`src/common/beam_eval_pkg.sv`:
```
package beam_eval_pkg;

  // beam array
  localparam int          BEAMS      = 16;
  localparam int          IDX_W      = 5;
  localparam logic [4:0]  BEAMS_W    = 5'h10;

  // analogue scaling: millivolt code, full scale ten volts
  localparam int          FULL_VOLT  = 10;
  localparam int          MV_PER_V   = 1000;
  localparam int          MV_W       = 14;
  localparam logic [13:0] FULL_MV    = 14'(FULL_VOLT * MV_PER_V);

  // receiver switch line fields
  localparam int          SW_SYNC    = 0;
  localparam int          SW_POL     = 1;
  localparam int          SW_SEL_LO  = 2;
  localparam int          SW_SEL_HI  = 3;

  // analogue source select
  typedef enum logic [1:0] {
    SRC_SPAN  = 2'h0,
    SRC_LAST  = 2'h1,
    SRC_COUNT = 2'h2,
    SRC_FIRST = 2'h3
  } src_sel_t;

  // register byte offsets
  localparam logic [7:0]  CTRL_OFS   = 8'h00;
  localparam logic [7:0]  FIRST_OFS  = 8'h04;
  localparam logic [7:0]  LAST_OFS   = 8'h08;
  localparam logic [7:0]  COUNT_OFS  = 8'h0C;
  localparam logic [7:0]  ANALOG_OFS = 8'h10;
  localparam logic [7:0]  STATUS_OFS = 8'h14;

  // control register
  localparam int          CTRL_EN    = 0;
  localparam logic [0:0]  CTRL_RST   = 1'h1;

  // status register fields
  localparam int          ST_SYNC    = 0;
  localparam int          ST_POL     = 1;
  localparam int          ST_SEL     = 2;
  localparam int          ST_NEAR    = 4;
  localparam int          ST_ALIGN   = 5;
  localparam int          ST_MISM    = 6;
  localparam int          ST_SLOST   = 7;
  localparam int          ST_DONE    = 8;

  // ahb
  localparam logic [1:0]  HTRANS_NSQ = 2'h2;

endpackage

```
`src/hw/beam_eval.sv`:
```
// Local design decisions: the AHB-Lite interface to the registers and the register addresses.
`timescale 1ns/1ps
module beam_eval (
  // clock and reset
  input  wire logic                 hclk,
  input  wire logic                 hresetn,
  // ahb-lite slave
  input  wire logic                 hsel,
  input  wire logic [31:0]          haddr,
  input  wire logic [1:0]           htrans,
  input  wire logic                 hwrite,
  input  wire logic [2:0]           hsize,
  input  wire logic [31:0]          hwdata,
  input  wire logic                 hready,
  output logic                      hreadyout,
  output logic                      hresp,
  output logic [31:0]               hrdata,
  // beam scan
  input  wire logic [15:0]          beam_status,
  input  wire logic                 scan_done,
  // selector switches, two lines each except strobe_in, which has one
  input  wire logic [3:0]           rx_sw_a,
  input  wire logic [3:0]           rx_sw_b,
  input  wire logic                 tx_near_a,
  input  wire logic                 tx_near_b,
  input  wire logic                 strobe_in,
  // outputs
  output logic [13:0]               analog_mv,
  output logic                      wire_sync_sel,
  output logic                      near_sel,
  output logic                      align_mode,
  output logic [15:0]               align_led,
  output logic                      sync_lost
);

  ////////////////////////////////////////////////////////////////////////////
  typedef struct packed {
    logic        cfg_done;
    logic [3:0]  rx_sw;
    logic        near;
    logic        align;
    logic        mism;
    logic        slost;
    logic        en;
    logic [4:0]  first_blk;
    logic [4:0]  first_opn;
    logic [4:0]  last_blk;
    logic [4:0]  last_opn;
    logic [4:0]  count;
    logic [4:0]  span;
    logic [13:0] mv;
    logic [15:0] led;
    logic        wr_pend;
    logic [7:0]  wr_addr;
    logic [31:0] rdata;
  } state_t;

  state_t st_r;
  state_t st_nxt;

  ////////////////////////////////////////////////////////////////////////////
  // per-beam evaluation
  logic [4:0]  fb;
  logic [4:0]  fo;
  logic [4:0]  lb;
  logic [4:0]  lo;
  logic [4:0]  cnt;
  logic [4:0]  spn;
  logic [4:0]  src_val;
  logic [31:0] prod;
  logic [13:0] mv_lin;
  logic [13:0] mv_out;
  logic        addr_ok;
  logic [7:0]  a_ofs;
  logic [31:0] rd_val;

  // chains run from beam 1 upward, entry g covers beams 1..g
  logic [4:0]  fb_ch  [0:beam_eval_pkg::BEAMS];
  logic [4:0]  fo_ch  [0:beam_eval_pkg::BEAMS];
  logic [4:0]  lb_ch  [0:beam_eval_pkg::BEAMS];
  logic [4:0]  lo_ch  [0:beam_eval_pkg::BEAMS];
  logic [4:0]  cnt_ch [0:beam_eval_pkg::BEAMS];

  assign fb_ch[0]  = 5'h00;
  assign fo_ch[0]  = 5'h00;
  assign lb_ch[0]  = 5'h00;
  assign lo_ch[0]  = 5'h00;
  assign cnt_ch[0] = 5'h00;

  // beam_status[g] is beam g+1, index 1 farthest from the connector
  for (genvar g = 0; g < beam_eval_pkg::BEAMS; g++) begin : g_beam
    localparam logic [4:0] IDX = 5'(g + 1);
    logic blk;

    assign blk = beam_status[g];

    // lowest index keeps the first hit
    assign fb_ch[g + 1] = (fb_ch[g] != 5'h00) ? fb_ch[g] :
                          (blk ? IDX : 5'h00);
    assign fo_ch[g + 1] = (fo_ch[g] != 5'h00) ? fo_ch[g] :
                          (!blk ? IDX : 5'h00);

    // highest index keeps the last hit
    assign lb_ch[g + 1] = blk ? IDX : lb_ch[g];
    assign lo_ch[g + 1] = blk ? lo_ch[g] : IDX;

    // holes add nothing to the count
    assign cnt_ch[g + 1] = cnt_ch[g] + {4'h0, blk};
  end

  assign fb  = fb_ch[beam_eval_pkg::BEAMS];
  assign fo  = fo_ch[beam_eval_pkg::BEAMS];
  assign lb  = lb_ch[beam_eval_pkg::BEAMS];
  assign lo  = lo_ch[beam_eval_pkg::BEAMS];
  assign cnt = cnt_ch[beam_eval_pkg::BEAMS];

  // span counts beams from first to last blocked, both included
  assign spn = (fb == 5'h00) ? 5'h00 : 5'(lb - fb + 5'h01);

  ////////////////////////////////////////////////////////////////////////////
  // analogue source and scaling
  always_comb begin
    case (beam_eval_pkg::src_sel_t'(st_r.rx_sw[beam_eval_pkg::SW_SEL_HI:
                                              beam_eval_pkg::SW_SEL_LO]))
      beam_eval_pkg::SRC_SPAN:  src_val = spn;
      beam_eval_pkg::SRC_LAST:  src_val = lb;
      beam_eval_pkg::SRC_COUNT: src_val = cnt;
      beam_eval_pkg::SRC_FIRST: src_val = fb;
      default:                  src_val = spn;
    endcase
    prod   = 32'(src_val) * 32'(beam_eval_pkg::FULL_MV) / 32'(beam_eval_pkg::BEAMS_W);
    mv_lin = prod[13:0];
    mv_out = st_r.rx_sw[beam_eval_pkg::SW_POL] ?
             14'(beam_eval_pkg::FULL_MV - mv_lin) : mv_lin;
  end

  ////////////////////////////////////////////////////////////////////////////
  // register read mux
  always_comb begin
    a_ofs   = haddr[7:0];
    addr_ok = (haddr[31:8] == 24'h00_0000) && (haddr[1:0] == 2'h0);
    rd_val  = 32'h0000_0000;
    if (addr_ok) begin
      case (a_ofs)
        beam_eval_pkg::CTRL_OFS:   rd_val = {31'h0000_0000, st_r.en};
        beam_eval_pkg::FIRST_OFS:  rd_val = {11'h000, st_r.first_opn, 11'h000, st_r.first_blk};
        beam_eval_pkg::LAST_OFS:   rd_val = {11'h000, st_r.last_opn, 11'h000, st_r.last_blk};
        beam_eval_pkg::COUNT_OFS:  rd_val = {11'h000, st_r.span, 11'h000, st_r.count};
        beam_eval_pkg::ANALOG_OFS: rd_val = {18'h0_0000, st_r.mv};
        beam_eval_pkg::STATUS_OFS: begin
          rd_val[beam_eval_pkg::ST_SYNC]  = st_r.rx_sw[beam_eval_pkg::SW_SYNC];
          rd_val[beam_eval_pkg::ST_POL]   = st_r.rx_sw[beam_eval_pkg::SW_POL];
          rd_val[beam_eval_pkg::ST_SEL+:2] = st_r.rx_sw[beam_eval_pkg::SW_SEL_HI:
                                                       beam_eval_pkg::SW_SEL_LO];
          rd_val[beam_eval_pkg::ST_NEAR]  = st_r.near;
          rd_val[beam_eval_pkg::ST_ALIGN] = st_r.align;
          rd_val[beam_eval_pkg::ST_MISM]  = st_r.mism;
          rd_val[beam_eval_pkg::ST_SLOST] = st_r.slost;
          rd_val[beam_eval_pkg::ST_DONE]  = st_r.cfg_done;
        end
        default:                   rd_val = 32'h0000_0000;
      endcase
    end
  end

  ////////////////////////////////////////////////////////////////////////////
  // both switch lines must agree bit by bit
  logic [3:0]  sw_diff;

  for (genvar s = 0; s < 4; s++) begin : g_swline
    assign sw_diff[s] = rx_sw_a[s] ^ rx_sw_b[s];
  end

  ////////////////////////////////////////////////////////////////////////////
  // next state
  always_comb begin
    st_nxt = st_r;
    // switches and strobe caught once, first edge after reset release
    if (!st_r.cfg_done) begin
      st_nxt.cfg_done = 1'b1;
      st_nxt.rx_sw    = rx_sw_a;
      st_nxt.near     = tx_near_a;
      st_nxt.align    = strobe_in;
      st_nxt.mism     = (|sw_diff) || (tx_near_a != tx_near_b);
    end
    if (scan_done && st_r.cfg_done && st_r.en) begin
      st_nxt.first_blk = fb;
      st_nxt.first_opn = fo;
      st_nxt.last_blk  = lb;
      st_nxt.last_opn  = lo;
      st_nxt.count     = cnt;
      st_nxt.span      = spn;
      st_nxt.mv        = mv_out;
      // optical sync rides on beam 1
      st_nxt.slost     = !st_r.rx_sw[beam_eval_pkg::SW_SYNC] && beam_status[0];
      st_nxt.led       = st_r.align ? ~beam_status : 16'h0000;
    end
    // ahb data phase write
    st_nxt.wr_pend = 1'b0;
    if (st_r.wr_pend && st_r.wr_addr == beam_eval_pkg::CTRL_OFS) begin
      st_nxt.en = hwdata[beam_eval_pkg::CTRL_EN];
    end
    // ahb address phase
    if (hsel && hready && htrans[1]) begin
      st_nxt.wr_pend = hwrite && addr_ok;
      st_nxt.wr_addr = a_ofs;
      st_nxt.rdata   = hwrite ? 32'h0000_0000 : rd_val;
    end
  end

  always_ff @(posedge hclk or negedge hresetn) begin
    if (!hresetn) begin
      st_r    <= '0;
      st_r.en <= beam_eval_pkg::CTRL_RST[0];
    end else begin
      st_r <= st_nxt;
    end
  end

  ////////////////////////////////////////////////////////////////////////////
  // outputs
  assign hreadyout     = 1'b1;
  assign hresp         = 1'b0;
  assign hrdata        = st_r.rdata;
  assign analog_mv     = st_r.mv;
  assign wire_sync_sel = st_r.rx_sw[beam_eval_pkg::SW_SYNC];
  assign near_sel      = st_r.near;
  assign align_mode    = st_r.align;
  assign align_led     = st_r.led;
  assign sync_lost     = st_r.slost;

endmodule

```
`config.mk`:
```
export PLATFORM = sky130hd
export DESIGN_NAME = beam_eval
export DESIGN_NICKNAME = d
export VERILOG_FILES = /design/src/common/beam_eval_pkg.sv /design/src/hw/beam_eval.sv
export SDC_FILE = /design/constraint.sdc
export NUM_CORES = 1
export LEC_CHECK = 0
export BUFFER_PORTS_ARGS = -buffer_cell sky130_fd_sc_hd__buf_2
export CORE_MARGIN = 8
export CORE_UTILIZATION = 55
export DETAILED_ROUTE_END_ITERATION = 10
export MAX_ROUTING_LAYER = met4
export PLACE_DENSITY = 0.89
export SETUP_SLACK_MARGIN = 0.1
export SLEW_MARGIN = 25
export SYNTH_ARGS = -nofsm -noshare
export SYNTH_HDL_FRONTEND = slang
export SYNTH_SLANG_ARGS = --single-unit
```
`constraint.sdc`:
```
create_clock -name hclk -period 6.9 [get_ports hclk]
set_input_delay 1.38 -clock hclk [delete_from_list [all_inputs] [get_ports hclk]]
set_output_delay 1.38 -clock hclk [all_outputs]
set_load 0.05 [all_outputs]
```
==> results of run 1 <==
-- sequential cells by signal, indices dropped and copies added, names as in the netlist --
signal,cells
align_mode,1
near_sel,1
analog_mv,14
st_r,45
wire_sync_sel,1
hrdata,19
align_led,16
sync_lost,1
-- worst max-delay path: cells and delay by family --
kind | cells | cell delay, ps
adder cells (fa/ha/maj) | 10 | 4100
multiplexers | 1 | 560
AO/OA/AOI/OAI | 4 | 820
AND/OR/NAND/NOR | 2 | 260
XOR/XNOR | 2 | 310
buffers and inverters | 6 | 400
-- power by group through the flow --
| stage | combinational, W | sequential [W] | clock (W) |
|---|---|---|---|
| floorplan | 0.00167 | 0.000743 | 0 |
| global placement | 0.00243 | 0.000760 | 0 |
| detailed placement | 0.00255 | 0.000767 | 0 |
| CTS | 0.00275 | 0.000762 | 0.000524 |
| global route | 0.00329 | 0.000778 | 0.000545 |
| finish | 0.00312 | 0.000770 | 0.000525 |
-- placed cells by master (no fill, tap or decap), types with 16 or more instances in the layout --
cell type / count
nor2_1: 27
dfrtp_1: 97
a21oi_1: 22
o21ai_0: 55
buf_4: 126
nand2_1: 112
ha_1: 29
buf_2: 112
mux2_2: 23
inv_1: 30
conb_1: 16
-- per-stage QoR --
stage | utilization | hold slack (ps) | setup TNS (ps) | std cells
final | 0.704 | 473 | -3150 | 1143
after global routing | 0.704 | 499 | -4170 | 1143
after CTS | 0.689 | 479 | -1990 | 1138
after detailed placement | 0.652 | 464 | -5360 | 1118
after global placement | 0.652 | 452 | -3930 | 1118
after floorplan | - | 439 | -1700 | 809
-- timing repair --
item	CTS	global route
pin swaps	17	14
gates resized for setup	33	30
setup endpoints to repair	7	7
buffers inserted	4	5
-- worst max path at each step --
stage | depth (start not counted) | end | startpoint | slack (ps)
after detailed placement | 31 | analog_mv[13] | beam_status[0] | -1130
after global placement | 31 | analog_mv[13] | beam_status[0] | -830
after floorplan | 29 | analog_mv[13] | beam_status[7] | -600
after CTS | 25 | analog_mv[13] | beam_status[3] | -540
after global routing | 33 | analog_mv[13] | beam_status[0] | -950
final | 25 | analog_mv[13] | beam_status[3] | -740
-- cell type report --
class / instances / area [µm²] / area share
timing repair buffer: 246 / 1610 / 0.175
sequential: 98 / 2450 / 0.266
inverter: 40 / 160 / 0.0174
clock buffer: 11 / 253 / 0.0274
tap: 176 / 220 / 0.0239
clock inverter: 5 / 61.3 / 0.00666
multi-input combinational: 567 / 4450 / 0.483
-- routing by layer --
metal  track usage  vias to the layer above  share of wire
met1         0.305                     3370           0.37
met2         0.435                      523           0.47
met3        0.0426                      145           0.10
met5             -                        -              0
li1              -                     3051              -
met4         0.141                        0          0.058
-- cells by family after synthesis --
| kind of cell | Yosys count | synth area share |
|---|---|---|
| other cells | 2 | 0.00103 |
| compound gates | 194 | 0.183 |
| buf+inv | 144 | 0.110 |
| flops | 98 | 0.337 |
| fa+ha+maj | 57 | 0.114 |
| simple gates | 236 | 0.163 |
| mux | 39 | 0.0628 |
| xor+xnor | 25 | 0.0301 |
==> results by group, run 1 <==
Run status
  • Status: finished with violations
  • Failing checks: setup timing

Die
  • Core ar.: 0.0131 mm²
  • Site row count: 42
  • I/O Pins: 170
  • Die width: 131 µm
  • Area of the die: 0.0172 mm²
  • Die H: 131 µm
  • Starting Density: 0.556

Route
  • Drt drc: 0
  • Antenna viol nets, final: 0
  • DRT iter0 DRCs: 941
  • Vias: 7089
  • DRT Pass-1 Iters: 6
  • DR WL/cell: 20.5 µm
  • Vias per cell: 6.20
  • Wirelength, routed: 23400 µm

STA
  • Clock skew: 5.77 ps
  • Tmin final: 7640 ps
  • Rel. slew slack: 0.347
  • Final hold vios: 0
  • Setup WS post-layout: -741 ps
  • Max Freq: 131 MHz
  • Final Cycle Share: 1.11
  • Setup-failing EPs final: 6
  • Slew @ Worst Pin: 980 ps
  • Fin. max-slew vios: 0
  • Unrepaired setup endpoints after global routing: yes

Placed design
  • Gpl congestion: 0.987
  • Detailed placement HPWL: 15400 µm
  • I/O Buffers: 119
  • Area after DPL: 0.00853 mm²
  • Setup WS pre-CTS: -1130 ps

Critical path
  • Critical-path top delay cell: fa_1
  • RR Endpoint: analog_mv[13]
  • CP max stage delay: 570 ps
  • CP Launch Type: input pin
  • CP Max Fanout: 4
  • Reg-to-Reg Start: st_r[109]
  • Arrival time worst endpoint: 7830 ps
  • Worst setup EP type: flop
  • CP most frequent cell: fa_1
  • Worst setup path category: in -> reg
  • Critical Path RT: 7090 ps
  • Path depth of the worst reg2reg path: 20
  • R2r setup slk: 2120 ps

Power and ir drop
  • Pint: 0.00241 W
  • Leakage: 4.46 nW
  • VDD IR max: 0.342 mV
  • Sw Ratio: 0.454
  • Combinational group share of total power: 0.707
  • Register share of total power: 0.174
  • Clk network pwr share: 0.119
  • Power per cell area: 480 mW/mm²
  • P_sw: 0.00201 W
  • Total Power: 0.00442 W

CTS
  • Htree depth: 3
  • Worst-Skew Late Latency: 350 ps
  • Post-CTS Hold Buffers: 0
  • CTS tree: done
  • Clk root buf: clkbuf_16
  • Clk pin slew, worst setup/hold paths: 70 ps
  • CTS max path bufs: 2
  • CTS Buf Count: 9
  • CTS Sinks: 98

Logic synthesis
  • Commonest cells in the synthesized netlist: nand2_1 (113), dfrtp_1 (97), buf_4 (65), o21ai_0 (60), ha_1 (42)
  • Synth Instances: 795
  • Top cells by area, synth: dfrtp_1 (33%), ha_1 (7.2%), buf_4 (6.7%)
  • Syn_area_per_cell: 9.15 µm²
  • Area leader, netlist: dfrtp_1
  • Syn Std Cell Area: 0.00727 mm²
  • Seq cells post-synth: 98
  • Most used DFF post-synth: dfrtp_1
  • Post-synth top area share: 0.334
  • Top-count cell post-synth: nand2_1
  • Post-synth cell types: 83
  • Ys async rst share: 1.00
  • Post-synthesis sequential area ratio: 0.337
  • Post-synth EDFFs: 0
  • Synth warn: 0

Global route
  • Number of global-route vias before repair: 6846
  • Total gr overflow: 0
  • Global-route usage over all layers: 0.264
  • First-pass GRT wire length: 34600 µm
  • Antenna violations before repair: 0
  • Largest net degree at the start of global routing: 109

Min path
  • HP Start: align_led[0]
  • Hold Path End: align_led[0]
  • Hold depth: 2
  • Worst Hold Class: reg -> reg

Job
  • Max capacitance violation total: 0

Final layout
  • # nets final: 1121
  • Finished Cell Area: 0.00921 mm²
  • Layout cell share with drive strength beyond 1: 0.384
  • Layout area overhead: 26.6%
  • # fillers: 844
  • Antenna cells: 0
(Power assumes the default switching activity.)
==> run 2: changes to the inputs <==
--- a/config.mk
+++ b/config.mk
@@ -7,10 +7,11 @@
 export LEC_CHECK = 0
 export BUFFER_PORTS_ARGS = -buffer_cell sky130_fd_sc_hd__buf_2
 export CORE_MARGIN = 8
-export CORE_UTILIZATION = 55
+export CORE_UTILIZATION = 40
+export CTS_BUF_LIST = sky130_fd_sc_hd__clkbuf_4
 export DETAILED_ROUTE_END_ITERATION = 10
 export MAX_ROUTING_LAYER = met4
-export PLACE_DENSITY = 0.89
+export PLACE_DENSITY = 0.7
 export SETUP_SLACK_MARGIN = 0.1
 export SLEW_MARGIN = 25
 export SYNTH_ARGS = -nofsm -noshare
==> run 2 against run 1 <==
Effect of this change: the run still ends with setup timing left; sequential share of layout area about the same; die area up 33%; largest power group unchanged; final cell count up 6.3%; highest routed layer unchanged; global-route usage down 8.8 points; count of clock-buffer cells in the layout down 2; worst setup slack better by 340 ps; cell area about the same; clock power down 38%; sequential power down 2%.
==> results by group, run 2 (synthesis gave the netlist of run 1 again) <==
Run status
  • Status: finished with violations
  • Failing checks: setup timing

Global route
  • Number of global-route vias before repair: 6331
  • Largest net degree at the start of global routing: 109
  • Global-route usage over all layers: 0.176
  • Antenna violations before repair: 1
  • Total gr overflow: 0
  • First-pass GRT wire length: 31600 µm

Min path
  • Worst Hold Class: reg -> reg
  • Hold depth: 2
  • HP Start: align_led[0]
  • Hold Path End: align_led[0]

Die
  • Core ar.: 0.0179 mm²
  • Die width: 151 µm
  • Starting Density: 0.406
  • Site row count: 49
  • I/O Pins: 170
  • Die H: 151 µm
  • Area of the die: 0.0228 mm²

Route
  • Wirelength, routed: 19600 µm
  • DRT iter0 DRCs: 416
  • Antenna viol nets, final: 0
  • DR WL/cell: 16.1 µm
  • DRT Pass-1 Iters: 5
  • Vias per cell: 5.13
  • Drt drc: 0
  • Vias: 6232

Placed design
  • I/O Buffers: 119
  • Area after DPL: 0.00858 mm²
  • Detailed placement HPWL: 14900 µm
  • Setup WS pre-CTS: -1010 ps
  • Post-Place Cells: 1170
  • Gpl congestion: 0.881

Critical path
  • CP Max Fanout: 4
  • CP max stage delay: 540 ps
  • Worst setup path category: in -> reg
  • Critical-path top delay cell: fa_1
  • Reg-to-Reg Start: st_r[109]
  • Path depth of the worst reg2reg path: 21
  • Worst setup EP type: flop
  • Worst path depth: 26
  • CP Launch Type: input pin
  • R2r setup slk: 2410 ps
  • Arrival time worst endpoint: 7620 ps
  • WP buf/inv: 7
  • RR Endpoint: analog_mv[11]
  • CP most frequent cell: fa_1
  • Critical Path RT: 7220 ps
  • Family with the most delay on the worst path: adder cells

Power and ir drop
  • Power per cell area: 436 mW/mm²
  • VDD IR max: 0.384 mV
  • Total Power: 0.00401 W
  • Leakage: 4.45 nW

CTS
  • Clk pin slew, worst setup/hold paths: 170 ps
  • CTS Sinks: 98
  • Htree depth: 3
  • Clk root buf: clkbuf_4
  • CTS max path bufs: 2
  • CTS tree: done
  • CTS Buf Count: 9
  • Worst-Skew Late Latency: 450 ps

STA
  • Final hold vios: 0
  • Setup WS post-layout: -401 ps
  • Setup-failing EPs final: 5
  • Unrepaired setup endpoints after global routing: yes
  • Max Freq: 137 MHz
  • Rel. slew slack: 0.372
  • Slew @ Worst Pin: 941 ps
  • Fin. max-slew vios: 0
  • Tmin final: 7300 ps
  • Final Cycle Share: 1.06
  • Clock skew: 23.9 ps

Final layout
  • Max FFs per register: 45
  • Finished Cell Area: 0.00920 mm²
  • Commonest non-fill, non-tap cell in the layout: buf_4
  • Layout area overhead: 26.5%
  • Commonest non-fill, non-tap cells in the layout: buf_4 (144), buf_2 (114), nand2_1 (111)
  • # nets final: 1139
  • Layout cell share with drive strength beyond 1: 0.392
  • Largest register by flop count: st_r
  • # fillers: 1650
  • Final Non-Filler Cells: 1215

Job
  • Max capacitance violation total: 0
==> run 2: how the worst max path moves through the flow <==
stage,start,endpoint
after floorplan,beam_status[7],analog_mv[13]
after global placement,beam_status[0],analog_mv[13]
after detailed placement,beam_status[0],analog_mv[13]
after CTS,beam_status[0],analog_mv[13]
after global routing,beam_status[3],analog_mv[13]
final,beam_status[3],analog_mv[11]
==> run 2: routing by layer <==
metal | routed length, µm | part of all wire | vias up | global-route usage
met5 | 0 | 0 | - | -
met4 | 331 | 0.017 | 0 | 0.0584
met3 | 1240 | 0.063 | 22 | 0.0257
met2 | 9320 | 0.48 | 156 | 0.274
met1 | 8730 | 0.44 | 2970 | 0.232
li1 | - | - | 3084 | -
==> run 2: report_power, final <==
part,switching (W),internal (W),leakage [nW]
sequential,0.0000799,0.000676,1.25
clock,0.000209,0.000117,0.0755
combinational,0.00149,0.00145,3.12
total,0.00177,0.00224,4.45
==> run 2: worst min-delay path: stages, from the launching register on <==
cell and delay [ps]:
dfrtp_1 370, nand2_1 40, o21ai_0 60
==> run 2: timing repair <==
item / 4_1_cts / 5_1_grt
setup endpoints to repair: 5 / 8
pin swaps: 11 / 29
setup buffers: 30 / 6
hold buffers: 0 / 0
endpoints found under the hold margin: 0 / 0
resized for setup: 25 / 30
==> run 2: stage by stage <==
stage	utilization	setup TNS, ps	hold WS [ps]
after floorplan	-	-1700	439
after global placement	0.479	-3930	454
after detailed placement	0.479	-4480	462
after CTS	0.506	-1280	497
after global routing	0.514	-2750	522
final	0.514	-1330	495
==> run 2: layout make-up <==
cell class                      instances  area, µm²  share of cell area
Clock buffer                            9       67.6             0.00734
Clock inverter                          7       82.6             0.00897
Tap cell                              229        287              0.0311
Sequential cell                        98       2450               0.267
Antenna cell                            1       2.50            0.000272
Timing Repair Buffer                  264       1720               0.187
Multi-Input combinational cell        567       4420               0.481
Inverter                               40        163              0.0177
==> run 3: changes to the inputs <==
--- a/config.mk
+++ b/config.mk
@@ -11,7 +11,6 @@
 export CTS_BUF_LIST = sky130_fd_sc_hd__clkbuf_4
 export DETAILED_ROUTE_END_ITERATION = 10
 export MAX_ROUTING_LAYER = met4
-export PLACE_DENSITY = 0.7
 export SETUP_SLACK_MARGIN = 0.1
 export SLEW_MARGIN = 25
 export SYNTH_ARGS = -nofsm -noshare
==> run 3 against run 2 <==
Effect of this change: the flow still finishes with violations (setup timing); combinational power increased by 3%; die area unchanged; critical path depth increased by 2; non-clock buffer count decreased by 8; largest power group unchanged; highest routed layer unchanged.
==> results by group, run 3 (synthesis gave the netlist of run 1 again) <==
Run status
  • Status: finished with violations
  • Failing checks: setup timing

STA
  • Slew @ Worst Pin: 948 ps
  • Setup_tns: -1480 ps
  • Setup WS post-layout: -412 ps
  • Max Freq: 137 MHz
  • Tmin final: 7310 ps
  • Final Cycle Share: 1.06
  • Unrepaired setup endpoints after global routing: yes
  • Clock skew: 12.0 ps
  • Rel. slew slack: 0.368
  • Hold_ws: 491 ps
  • Final hold vios: 0
  • Fin. max-slew vios: 0
  • Setup-failing EPs final: 5

Global route
  • Largest net degree at the start of global routing: 109
  • First-pass GRT wire length: 31500 µm
  • Number of global-route vias before repair: 6086
  • Met3 GRT Util: 0.0296
  • Antenna violations before repair: 1
  • Most crowded layer after global routing: met2
  • Met2 usage: 0.274
  • Total gr overflow: 0
  • Global-route usage over all layers: 0.178
  • M1 GR Usage: 0.239

CTS
  • Clk pin slew, worst setup/hold paths: 150 ps
  • CTS tree: done
  • Clk root buf: clkbuf_4
  • Post-CTS Hold Buffers: 0
  • CTS Buf Count: 9
  • Worst-Skew Late Latency: 460 ps
  • Htree depth: 3
  • CTS max path bufs: 2
  • CTS Sinks: 98

Placed design
  • Area after DPL: 0.00861 mm²
  • I/O Buffers: 119
  • Setup WS pre-CTS: -987 ps
  • Gpl congestion: 0.915
  • Detailed placement HPWL: 15500 µm

Final layout
  • Commonest non-fill, non-tap cells in the layout: buf_4 (135), buf_2 (117), nand2_1 (112)
  • Max FFs per register: 45
  • Largest register by flop count: st_r
  • # nets final: 1131
  • Layout area overhead: 25.8%
  • Commonest non-fill, non-tap cell in the layout: buf_4
  • Finished Cell Area: 0.00915 mm²
  • Layout cell share with drive strength beyond 1: 0.389

Route
  • Antenna viol nets, final: 0
  • Vias per cell: 5.17
  • Vias: 6239
  • Wirelength, routed: 19600 µm
  • DRT iter0 DRCs: 304
  • DR WL/cell: 16.2 µm
  • DRT Pass-1 Iters: 4
  • Drt drc: 0

Critical path
  • CP Max Fanout: 4
  • Arrival time worst endpoint: 7640 ps
  • Worst setup path category: in -> reg
  • CP Launch Type: input pin
  • Critical Path RT: 7230 ps
  • Worst setup EP type: flop

Power and ir drop
  • Total Power: 0.00410 W
  • Power per cell area: 448 mW/mm²
  • Leakage: 4.42 nW
  • VDD IR max: 0.428 mV

Die
  • Core ar.: 0.0179 mm²
  • Starting Density: 0.406
  • I/O Pins: 170
  • Die width: 151 µm
  • Die H: 151 µm
  • Site row count: 49
  • Area of the die: 0.0228 mm²

Job
  • Max capacitance violation total: 0

Min path
  • Worst Hold Class: reg -> reg
## run 3: final cells by class
class | instances | area, µm²
clock buffer | 10 | 75.1
multi-input combinational | 567 | 4460
inverter | 40 | 160
tap | 229 | 287
timing repair buffer | 256 | 1640
antenna | 1 | 2.50
sequential | 98 | 2450
clock inverter | 6 | 75.1
fill | 1740 | 8750
## run 3: metal layers
layer	part of all wire	vias up
li1	-	3071
met1	0.47	2982
met2	0.45	173
met3	0.064	13
met4	0.0090	0
met5	0	-
## run 3: timing repair
item | in CTS | in global routing
buffers inserted | 6 | 11
resized for setup | 10 | 44
pin swaps | 15 | 27
endpoints found under the setup margin | 6 | 7
## run 3: final timing paths
| path | startpoint | endpoint | slack [ps] | cells past startpoint |
|---|---|---|---|---|
| max | beam_status[0] | analog_mv[13] | -410 | 28 |
| min | st_r[83] | st_r[83] | 490 | 2 |
| max reg2reg | st_r[109] | analog_mv[13] | 2460 | 19 |
| min reg2reg | st_r[83] | st_r[83] | 490 | 2 |
| max in group asynchronous | hresetn | analog_mv[9] | 4880 | 2 |
| min in group asynchronous | hresetn | align_led[14] | 830 | 1 |
## run 3: worst max-delay path: stages
cell      delay, ps
buf_6            90
buf_6           100
fa_1            490
inv_2            40
fa_1            530
fa_1            440
fa_1            530
inv_2            50
ha_4            160
fa_2            370
a21oi_2         150
nor2b_2          60
and2_4          160
o31ai_4         200
nand2_2         110
fa_1            560
ha_2            180
inv_2            40
fa_1            540
inv_2            50
ha_4            260
inv_4            40
buf_6           120
xnor2_4         140
nor4_4          320
o31ai_2         140
a311oi_2        300
o31ai_2          90
## run 3: power breakdown
part	internal (W)	leakage [nW]	switching (W)
clock network	0.000120	0.0791	0.000201
logic	0.00149	3.09	0.00153
registers	0.000676	1.25	0.0000781
total	0.00229	4.42	0.00181
## run 3: per-stage QoR
step | instances | utilization
2_1_floorplan | 809 | -
3_3_place_gp | 1173 | 0.481
3_5_place_dp | 1173 | 0.481
4_1_cts | 1195 | 0.494
5_1_grt | 1207 | 0.511
6_report | 1207 | 0.511
